[config.mk]
export PLATFORM = sky130hd
export DESIGN_NAME = vfs_status_bank
export DESIGN_NICKNAME = d
export VERILOG_FILES = /design/src/rtl/vfs_sync.v /design/src/rtl/vfs_flags.v /design/src/rtl/vfs_status_bank.v
export VERILOG_INCLUDE_DIRS = /design/src /design/src/rtl
export SDC_FILE = /design/constraint.sdc
export NUM_CORES = 1
export LEC_CHECK = 0
export BUFFER_PORTS_ARGS = -buffer_cell sky130_fd_sc_hd__buf_2
export CAP_MARGIN = 20
export CORE_MARGIN = 4
export CORE_UTILIZATION = 48
export DETAILED_ROUTE_END_ITERATION = 12
export PLACE_DENSITY_LB_ADDON = 0.3
export SLEW_MARGIN = 15
export SYNTH_ARGS = -nofsm -noshare
export SYNTH_HDL_FRONTEND = slang
export SYNTH_SLANG_ARGS = --single-unit
[constraint.sdc]
create_clock -name core_clk -period 2.76 [get_ports core_clk]
set_clock_uncertainty 0.2 [all_clocks]
set_input_delay 0.138 -clock core_clk [delete_from_list [all_inputs] [get_ports core_clk]]
set_output_delay 0.138 -clock core_clk [all_outputs]
set_load 0.05 [all_outputs]
[src/rtl/vfs_defines.vh]
/*
 register offsets, field positions, reset values and timing for the voltage
 fault status bank. definitions only; included by the bank's design files.
*/
`ifndef VFS_DEFINES_VH
`define VFS_DEFINES_VH

// register word offsets on the device register port
`define VFS_ADDR_CELL_LOWER 16'h1826
`define VFS_ADDR_CELL_UPPER 16'h1827
`define VFS_ADDR_AUX_OV 16'h1828
`define VFS_ADDR_AUX_UV 16'h1829

// field widths and positions
`define VFS_CELL_LOWER_W 16
`define VFS_CELL_UPPER_W 2
`define VFS_AUX_W 5
`define VFS_CELL16_BIT 0
`define VFS_CELL17_BIT 1
`define VFS_AUX_A_BIT 4

// reset values
`define VFS_RESET_WORD 16'h0000

// clock and sampling
`define VFS_CLK_PERIOD_NS 20
`define VFS_SYNC_STAGES 2

`endif

[src/rtl/vfs_sync.v]
/*
 two flip-flop level synchroniser for a bus of comparator fault levels.
 assumes inputs are asynchronous to core_clk; output is stage two only.
*/
`timescale 1ns/1ps
`include "vfs_defines.vh"

module vfs_sync #(
   parameter W = 1
) (
   // clock and reset
   input wire core_clk,
   input wire rst,
   // levels
   input wire [W-1:0] async_in,
   output reg [W-1:0] sync_out
);

   reg [W-1:0] meta_r; // first stage, read only by the second

   // both stages clear to zero on reset
   always @(posedge core_clk or posedge rst) begin
      if (rst) begin
         meta_r <= {W{1'b0}};
         sync_out <= {W{1'b0}};
      end else begin
         meta_r <= async_in;
         sync_out <= meta_r;
      end
   end

endmodule // vfs_sync

[src/rtl/vfs_flags.v]
/*
 bank of sticky fault flags with a read-to-clear port.
 assumes set levels are already in the core_clk domain.
*/
`timescale 1ns/1ps
`include "vfs_defines.vh"

module vfs_flags #(
   parameter W = 1
) (
   // clock and reset
   input wire core_clk,
   input wire rst,
   // set and clear
   input wire [W-1:0] set_in,
   input wire [W-1:0] clr_mask,
   // held flags
   output reg [W-1:0] flags_r
);

   wire [W-1:0] flags_nxt; // next flag value

   // a set in the clearing cycle survives, so no event is lost
   assign flags_nxt = (flags_r & ~clr_mask) | set_in;

   // flags come out of reset as no-fault
   always @(posedge core_clk or posedge rst) begin
      if (rst) begin
         flags_r <= {W{1'b0}};
      end else begin
         flags_r <= flags_nxt;
      end
   end

endmodule // vfs_flags

[src/rtl/vfs_status_bank.v]
/*
 voltage fault status registers: lower and upper cell under-voltage (limit 1),
 aux input over-voltage and under-voltage, all read-to-clear.
 assumes comparator fault levels are asynchronous, and the register port is a
 simple one-cycle read strobe with a word address from logic on core_clk.
*/
`timescale 1ns/1ps
`include "vfs_defines.vh"

// Function
// - upper cell word: cell17 bit1, cell16 bit0
// - reading upper cell word returns then clears
// - aux over-voltage: input A bit4, 3..0 below
// - aux under-voltage uses same bit layout
// - reading aux over-voltage word clears its flags
// - reading aux under-voltage word clears its flags
// - unused bits read zero, read-only
// - under-voltage flags reset to zero
// - over-voltage flags reset to zero
// - lower cell word: cells 15..0, read clears
module vfs_status_bank (
   // clock and reset
   input wire core_clk,
   input wire rst,
   // comparator fault levels, asynchronous
   input wire [15:0] cell_uv_lower_in,
   input wire [1:0] cell_uv_upper_in,
   input wire [4:0] aux_ov_in,
   input wire [4:0] aux_uv_in,
   // register read port
   input wire rd_en,
   input wire [15:0] rd_addr,
   output reg [15:0] rd_data_r,
   output reg rd_valid_r
);

   // synchronised comparator levels
   wire [15:0] lower_s;
   wire [1:0] upper_s;
   wire [4:0] ov_s;
   wire [4:0] uv_s;
   // held flags
   wire [15:0] lower_f;
   wire [1:0] upper_f;
   wire [4:0] ov_f;
   wire [4:0] uv_f;
   // per-register read selects
   wire sel_lower;
   wire sel_upper;
   wire sel_ov;
   wire sel_uv;
   reg [15:0] rd_data_nxt; // word to return

   // address decode, used for each register
   function hit;
      input [15:0] addr;
      input [15:0] reg_addr;
      begin
         hit = (addr == reg_addr);
      end
   endfunction

   // one synchroniser for all fault levels, keeps the sample coherent
   vfs_sync #(
      .W(28)
   ) u_sync (
      .core_clk(core_clk),
      .rst(rst),
      .async_in({cell_uv_lower_in, cell_uv_upper_in, aux_ov_in, aux_uv_in}),
      .sync_out({lower_s, upper_s, ov_s, uv_s})
   );

   assign sel_lower = rd_en & hit(rd_addr, `VFS_ADDR_CELL_LOWER);
   assign sel_upper = rd_en & hit(rd_addr, `VFS_ADDR_CELL_UPPER);
   assign sel_ov = rd_en & hit(rd_addr, `VFS_ADDR_AUX_OV);
   assign sel_uv = rd_en & hit(rd_addr, `VFS_ADDR_AUX_UV);

   // lower cell flags, cleared by their own read
   vfs_flags #(
      .W(`VFS_CELL_LOWER_W)
   ) u_lower (
      .core_clk(core_clk),
      .rst(rst),
      .set_in(lower_s),
      .clr_mask({16{sel_lower}} & lower_f),
      .flags_r(lower_f)
   );

   // upper cell flags; clear only what was returned set
   vfs_flags #(
      .W(`VFS_CELL_UPPER_W)
   ) u_upper (
      .core_clk(core_clk),
      .rst(rst),
      .set_in(upper_s),
      .clr_mask({2{sel_upper}} & upper_f),
      .flags_r(upper_f)
   );

   // aux over-voltage flags
   vfs_flags #(
      .W(`VFS_AUX_W)
   ) u_ov (
      .core_clk(core_clk),
      .rst(rst),
      .set_in(ov_s),
      .clr_mask({5{sel_ov}} & ov_f),
      .flags_r(ov_f)
   );

   // aux under-voltage flags
   vfs_flags #(
      .W(`VFS_AUX_W)
   ) u_uv (
      .core_clk(core_clk),
      .rst(rst),
      .set_in(uv_s),
      .clr_mask({5{sel_uv}} & uv_f),
      .flags_r(uv_f)
   );

   // read mux; unmapped addresses return zero
   always @* begin
      rd_data_nxt = `VFS_RESET_WORD;
      if (sel_lower) begin
         rd_data_nxt = lower_f;
      end else if (sel_upper) begin
         rd_data_nxt = {14'h0000, upper_f};
      end else if (sel_ov) begin
         rd_data_nxt = {11'h000, ov_f};
      end else if (sel_uv) begin
         rd_data_nxt = {11'h000, uv_f};
      end
   end

   // registered answer, one cycle after the strobe; old value held otherwise
   always @(posedge core_clk or posedge rst) begin
      if (rst) begin
         rd_data_r <= `VFS_RESET_WORD;
         rd_valid_r <= 1'b0;
      end else begin
         rd_valid_r <= rd_en;
         if (rd_en) begin
            rd_data_r <= rd_data_nxt;
         end
      end
   end

endmodule // vfs_status_bank

==> Yosys cells after proc, flatten, opt, wreduce, memory -nomap -nowiden <==
Index checks and enable logic that the tools add are counted.
{ "op_classes": {"shift": 0, "n_reduce_logical": 0, "n_div": 0, "order_cmp": 0, "n_addsub": 0, "n_mux": 4, "n_bitwise": 20, "mul": 0, "eq_ne": 4} }
{ "ops": {"columns": ["operator", "count"], "rows": [
  ["$eq 16x13->1 const B", 4],
  ["$and 16x16->16", 2],
  ["$and 5x5->5", 4],
  ["$mux 16", 1],
  ["$not 16->16", 1],
  ["$or 16x16->16", 1],
  ["$mux 5", 3],
  ["$not 5->5", 2],
  ["$or 5x5->5", 2],
  ["$and 1x1->1", 4],
  ["$and 2x2->2", 2],
  ["$not 2->2", 1],
  ["$or 2x2->2", 1]
]} }
{ "totals": {"word_cells": 36, "out_inout_bits": 17, "ramBits": 0, "register_bits": 101, "n_memories": 0, "inputBits": 47, "mem_bits_ro": 0, "latch_bits": 0} }

==> Longest topological paths before layout <==
{ "depth": {"word_depth": 6, "depth_mapped": 6, "ltp_nobuf": 4} }

==> By module <==
Synthesis repeated with hierarchy kept, for this count alone.
{ "hier_totals": {"hier_cells": 253, "hier_area_um2": 3484.6} }
{ "modules_own_cells": {"columns": ["module", "cells_each", "area_per_inst_um2", "seq_area_each_um2", "n_inst"], "rows": [
  ["vfs_sync", 57, 1405.1, 1401.3, 1],
  ["vfs_status_bank", 108, 1048.5, 425.4, 1],
  ["vfs_flags (u_lower)", 49, 584.3, 400.4, 1],
  ["vfs_flags (u_ov ...)", 16, 185.2, 125.1, 2],
  ["vfs_flags (u_upper)", 7, 76.3, 50.0, 1]
]} }

==> Worst setup path before layout <==
OpenSTA, ideal clock, no wires.
{ "synth_timing": {"kind": "input-to-reg", "from": "input rd_addr[15]", "to": "register u_lower.flags_r[0]", "t_required_ns": 2.442, "n_path_buf": 2, "stages": 6, "setup_time_ns": 0.118, "t_arrival_ns": 1.463, "path_slack_ns": 0.979, "cell_sequence": "and4bb_1 nand4_1 or3_1 buf_2 buf_6 a21o_1"} }
{ "synth_via": {"elab_chain_cells": 6} }
{ "synth_rtl": {"columns": ["element", "line", "rtl"], "rows": [
  ["start, declared", "vfs_status_bank.v:32", "input wire [15:0] rd_addr,"],
  ["$eq 16x13->1", "vfs_status_bank.v:59", "hit = (addr == reg_addr);"],
  ["$and 1x1->1", "vfs_status_bank.v:73", "assign sel_lower = rd_en & hit(rd_addr, `VFS_ADDR_CELL_LOWER);"],
  ["$and 16x16->16", "vfs_status_bank.v:85", ".clr_mask({16{sel_lower}} & lower_f),"],
  ["$not 16->16", "vfs_flags.v:24", "assign flags_nxt = (flags_r & ~clr_mask) | set_in;"],
  ["$and 16x16->16", "vfs_flags.v:24", null],
  ["$or 16x16->16", "vfs_flags.v:24", null],
  ["via u_lower.flags_nxt[0]", "vfs_flags.v:21", "wire [W-1:0] flags_nxt;"],
  ["end signal, assigned", "vfs_flags.v:29", "flags_r <= {W{1'b0}};"],
  ["end signal, assigned", "vfs_flags.v:31", "flags_r <= flags_nxt;"],
  ["end, declared", "vfs_flags.v:18", "output reg [W-1:0] flags_r"]
]} }
The timed path passes the listed nets, and every way through them passes these cells.
A chain may end at the register's enable or synchronous reset.

==> Final worst setup path <==
{ "layout_timing": {"from": "input rd_en", "to": "register u_lower.flags_r[10]"} }
{ "layout_via": {"elab_chain_cells": 5} }
{ "layout_rtl": {"columns": ["element", "line", "rtl"], "rows": [
  ["start, declared", "vfs_status_bank.v:31", "input wire rd_en,"],
  ["$and 1x1->1", "vfs_status_bank.v:73", null],
  ["$and 16x16->16", "vfs_status_bank.v:85", null],
  ["$not 16->16", "vfs_flags.v:24", null],
  ["$and 16x16->16", "vfs_flags.v:24", null],
  ["$or 16x16->16", "vfs_flags.v:24", null],
  ["via u_lower.flags_nxt[10]", "vfs_flags.v:21", null]
]} }
The timed path passes the listed nets, and every way through them passes these cells.

==> flow_summary.json <==
{
  "ys_seq_area_share_pct": 79.7,
  "ir_drop_uv": 371,
  "max_freq_mhz": 459,
  "dp_hpwl_mm": 3.33,
  "placed_cells": 325,
  "slew_violations": 0,
  "synth.avg_cell_area_um2": 17.0,
  "drt_iter0_drc": 100,
  "start_util_pct": 49.7,
  "area_growth_pct": 30.5,
  "synth_cell_types": 27,
  "drive_above_1_share_pct": 29.1,
  "syn_inst": 187,
  "grt_usage_pct": 14.9,
  "cts_resized": 0,
  "cts_tree": "yes",
  "detail_route.vias_per_cell": 4.89,
  "critPathMaxStageDelay_ns": 0.70,
  "hold-path-cell-count": 4,
  "period_share_pct": 79.0,
  "synthTopCellsByArea": "dfrtp_1 80%, a21o_1 6.6%, a22o_1 3.0%, mux2i_1 1.6%, a221o_1 0.95%",
  "final-hold-violation-count": 0,
  "slowest_stage": "or3_1",
  "clkLatencyLatePin_ns": 0.35,
  "tns_ns": 0,
  "power_density_nw_per_um2": 610,
  "end_kind": "flip-flop",
  "max_slew.worst_pin.slew_ns": 0.520,
  "syn-cell-area_um2": 3170,
  "wl_per_cell_um": 14.3,
  "diodes": 0,
  "antenna_found_initial": 0,
  "relSlewSlack_pct": 65.3,
  "power.total_mw": 2.52,
  "drc_errors": 0,
  "reg2reg_to": "rd_data_r[4]$_DFFE_PP0P_",
  "critPathMaxFanout": 16,
  "multi_input_area_um2": 606,
  "cts_buffer_depth": 2,
  "min_to": "rd_data_r[0]$_DFFE_PP0P_",
  "cp_cell_sequence": "dlygate4sd3_1 -> buf_2 -> nor2b_1 -> nand4_1 -> or3_1 -> a21o_1",
  "maxCapViolations": 0,
  "ff2ff_path_depth": 3,
  "clk_pin_slew_ns": 0.09,
  "num_io_pins": 64,
  "cts_setup_buffers": 0,
  "rsz0062_at_grt": "no",
  "synth-main-ff-cell": "dfrtp_1",
  "grt_remaining_overflow": 0,
  "hold_buffers": 34,
  "hp-start": "rd_addr[9]",
  "cts_sinks": 101,
  "fin_nets": 341,
  "hold_path.class": "in2reg",
  "critPathKind": "in2reg",
  "dieWidth_um": 89.3,
  "yosys_register_bits": 101,
  "drtPass1Iterations": 4,
  "yosysTopAreaCell": "dfrtp_1",
  "fillers": 453,
  "synthArstFlopShare_pct": 100,
  "finalSetupViolCount": 0,
  "core.rowCount": 29,
  "wirelength_mm": 5.36,
  "r2r_slack_ns": 1.54,
  "die_h_um": 89.3,
  "yosys.area.top_type_share_pct": 79.7,
  "yosysMostFrequentCell": "dfrtp_1",
  "grt_max_degree": 48,
  "critPathArrivalTime_ns": 2.22,
  "crit_path_start_kind": "primary input",
  "place_congestion": 0.822,
  "required_ns": 2.80,
  "cts_max_level": 3,
  "yosysWarnings": 0,
  "regArea_um2": 2530,
  "drt.antenna.violating_nets": 0,
  "ys_top_cells_by_count": "101 x dfrtp_1, 28 x a21o_1, 11 x a22o_1, 5 x mux2i_1, 5 x nand3_1",
  "dieArea_um2": 7980,
  "clockRootBuffer": "clkbuf_8",
  "numCtsBuffers": 9,
  "grt_pass1_wl_mm": 8.67,
  "postLayoutCellArea_um2": 4140,
  "placed_area_um2": 3590,
  "final_cells": 376,
  "syn-num-nets": 234,
  "status": "finished clean",
  "vias": 1837,
  "port_buffers": 63,
  "min_period_ns": 2.18,
  "core_um2": 6390,
  "p_leak_nw": 1.87,
  "synth_edf_count": 0,
  "r2r-start": "u_uv.flags_r[4]$_DFF_PP0_",
  "hold_ws_ns": 0.0366,
  "first_global_vias": 1898
}
kinds of logic (layout without fill, tap and decap cells):
family                 after synthesis  count (layout)  share of synthesized area [%]
AO/OA/AOI/OAI                       47              47                           11.8
buffers and inverters                8             120                           1.26
flip-flops                         101             101                           79.7
multiplexers                         5               5                           1.58
AND/OR/NAND/NOR                     26              26                           5.68
sequential cells by signal, summed over array words and instances, names as in the netlist:
name,count
rd_data_r,16
rd_valid_r,1
u_lower.flags_r,16
u_ov.flags_r,5
u_sync.meta_r,28
u_sync.sync_out,28
u_upper.flags_r,2
u_uv.flags_r,5
metal layers:
layer	vias to the layer above	routed length [um]	part of all wire [%]	GRT usage (%)
met4	0	188	3.5	9.74
met5	-	0	0	0
met2	57	2590	48	23.2
met1	885	2270	42	18.8
li1	877	-	-	-
met3	18	314	5.9	3.50
report_power, final:
part,switching (mW),internal [mW]
sequential,0.0109,1.52
combinational,0.0600,0.0681
clock,0.482,0.383
total,0.553,1.97
worst max path at each step:
stage           startpoint                       endpoint  slack (ns)  depth (start not counted)
6_report             rd_en  u_lower.flags_r[10]$_DFF_PP0_        0.58                          6
5_1_grt              rd_en  u_lower.flags_r[13]$_DFF_PP0_        0.39                          6
4_1_cts              rd_en  u_lower.flags_r[13]$_DFF_PP0_        0.59                          6
3_5_place_dp   rd_addr[15]   u_lower.flags_r[6]$_DFF_PP0_        0.63                          5
3_3_place_gp   rd_addr[15]   u_lower.flags_r[9]$_DFF_PP0_        0.73                          5
2_1_floorplan  rd_addr[15]   u_lower.flags_r[0]$_DFF_PP0_        0.98                          6
worst max-delay path, delay by kind of cell:
family	cells	cell delay, ns
buf+inv	2	0.65
compound gates	1	0.27
simple gates	3	1.17
per-stage QoR:
step | setup WS, ns | utilization [%]
4_1_cts | 0.594 | 64.5
6_report | 0.580 | 64.8
3_5_place_dp | 0.627 | 56.3
3_3_place_gp | 0.726 | 56.3
5_1_grt | 0.388 | 64.8
2_1_floorplan | 0.979 | -
layout make-up:
type,count,area share [%]
Clock buffer,12,3.75
Multi-Input combinational cell,78,14.6
Timing Repair Buffer,101,17.2
Inverter,3,0.363
Clock inverter,4,0.725
Sequential cell,101,61.0
Tap cell,77,2.33
layout by cell type, fill, tap and decap left out, types with 3 or more instances in the layout:
| master | count |
|---|---|
| a21o_1 | 28 |
| dfrtp_1 | 101 |
| clkbuf_8 | 11 |
| a22o_1 | 11 |
| dlygate4sd3_1 | 34 |
| mux2i_1 | 5 |
| nor2b_1 | 4 |
| a221o_1 | 3 |
| nor3_1 | 4 |
| nand3_1 | 5 |
| buf_2 | 63 |
No activity file was read; power rests on OpenSTA's default activity.
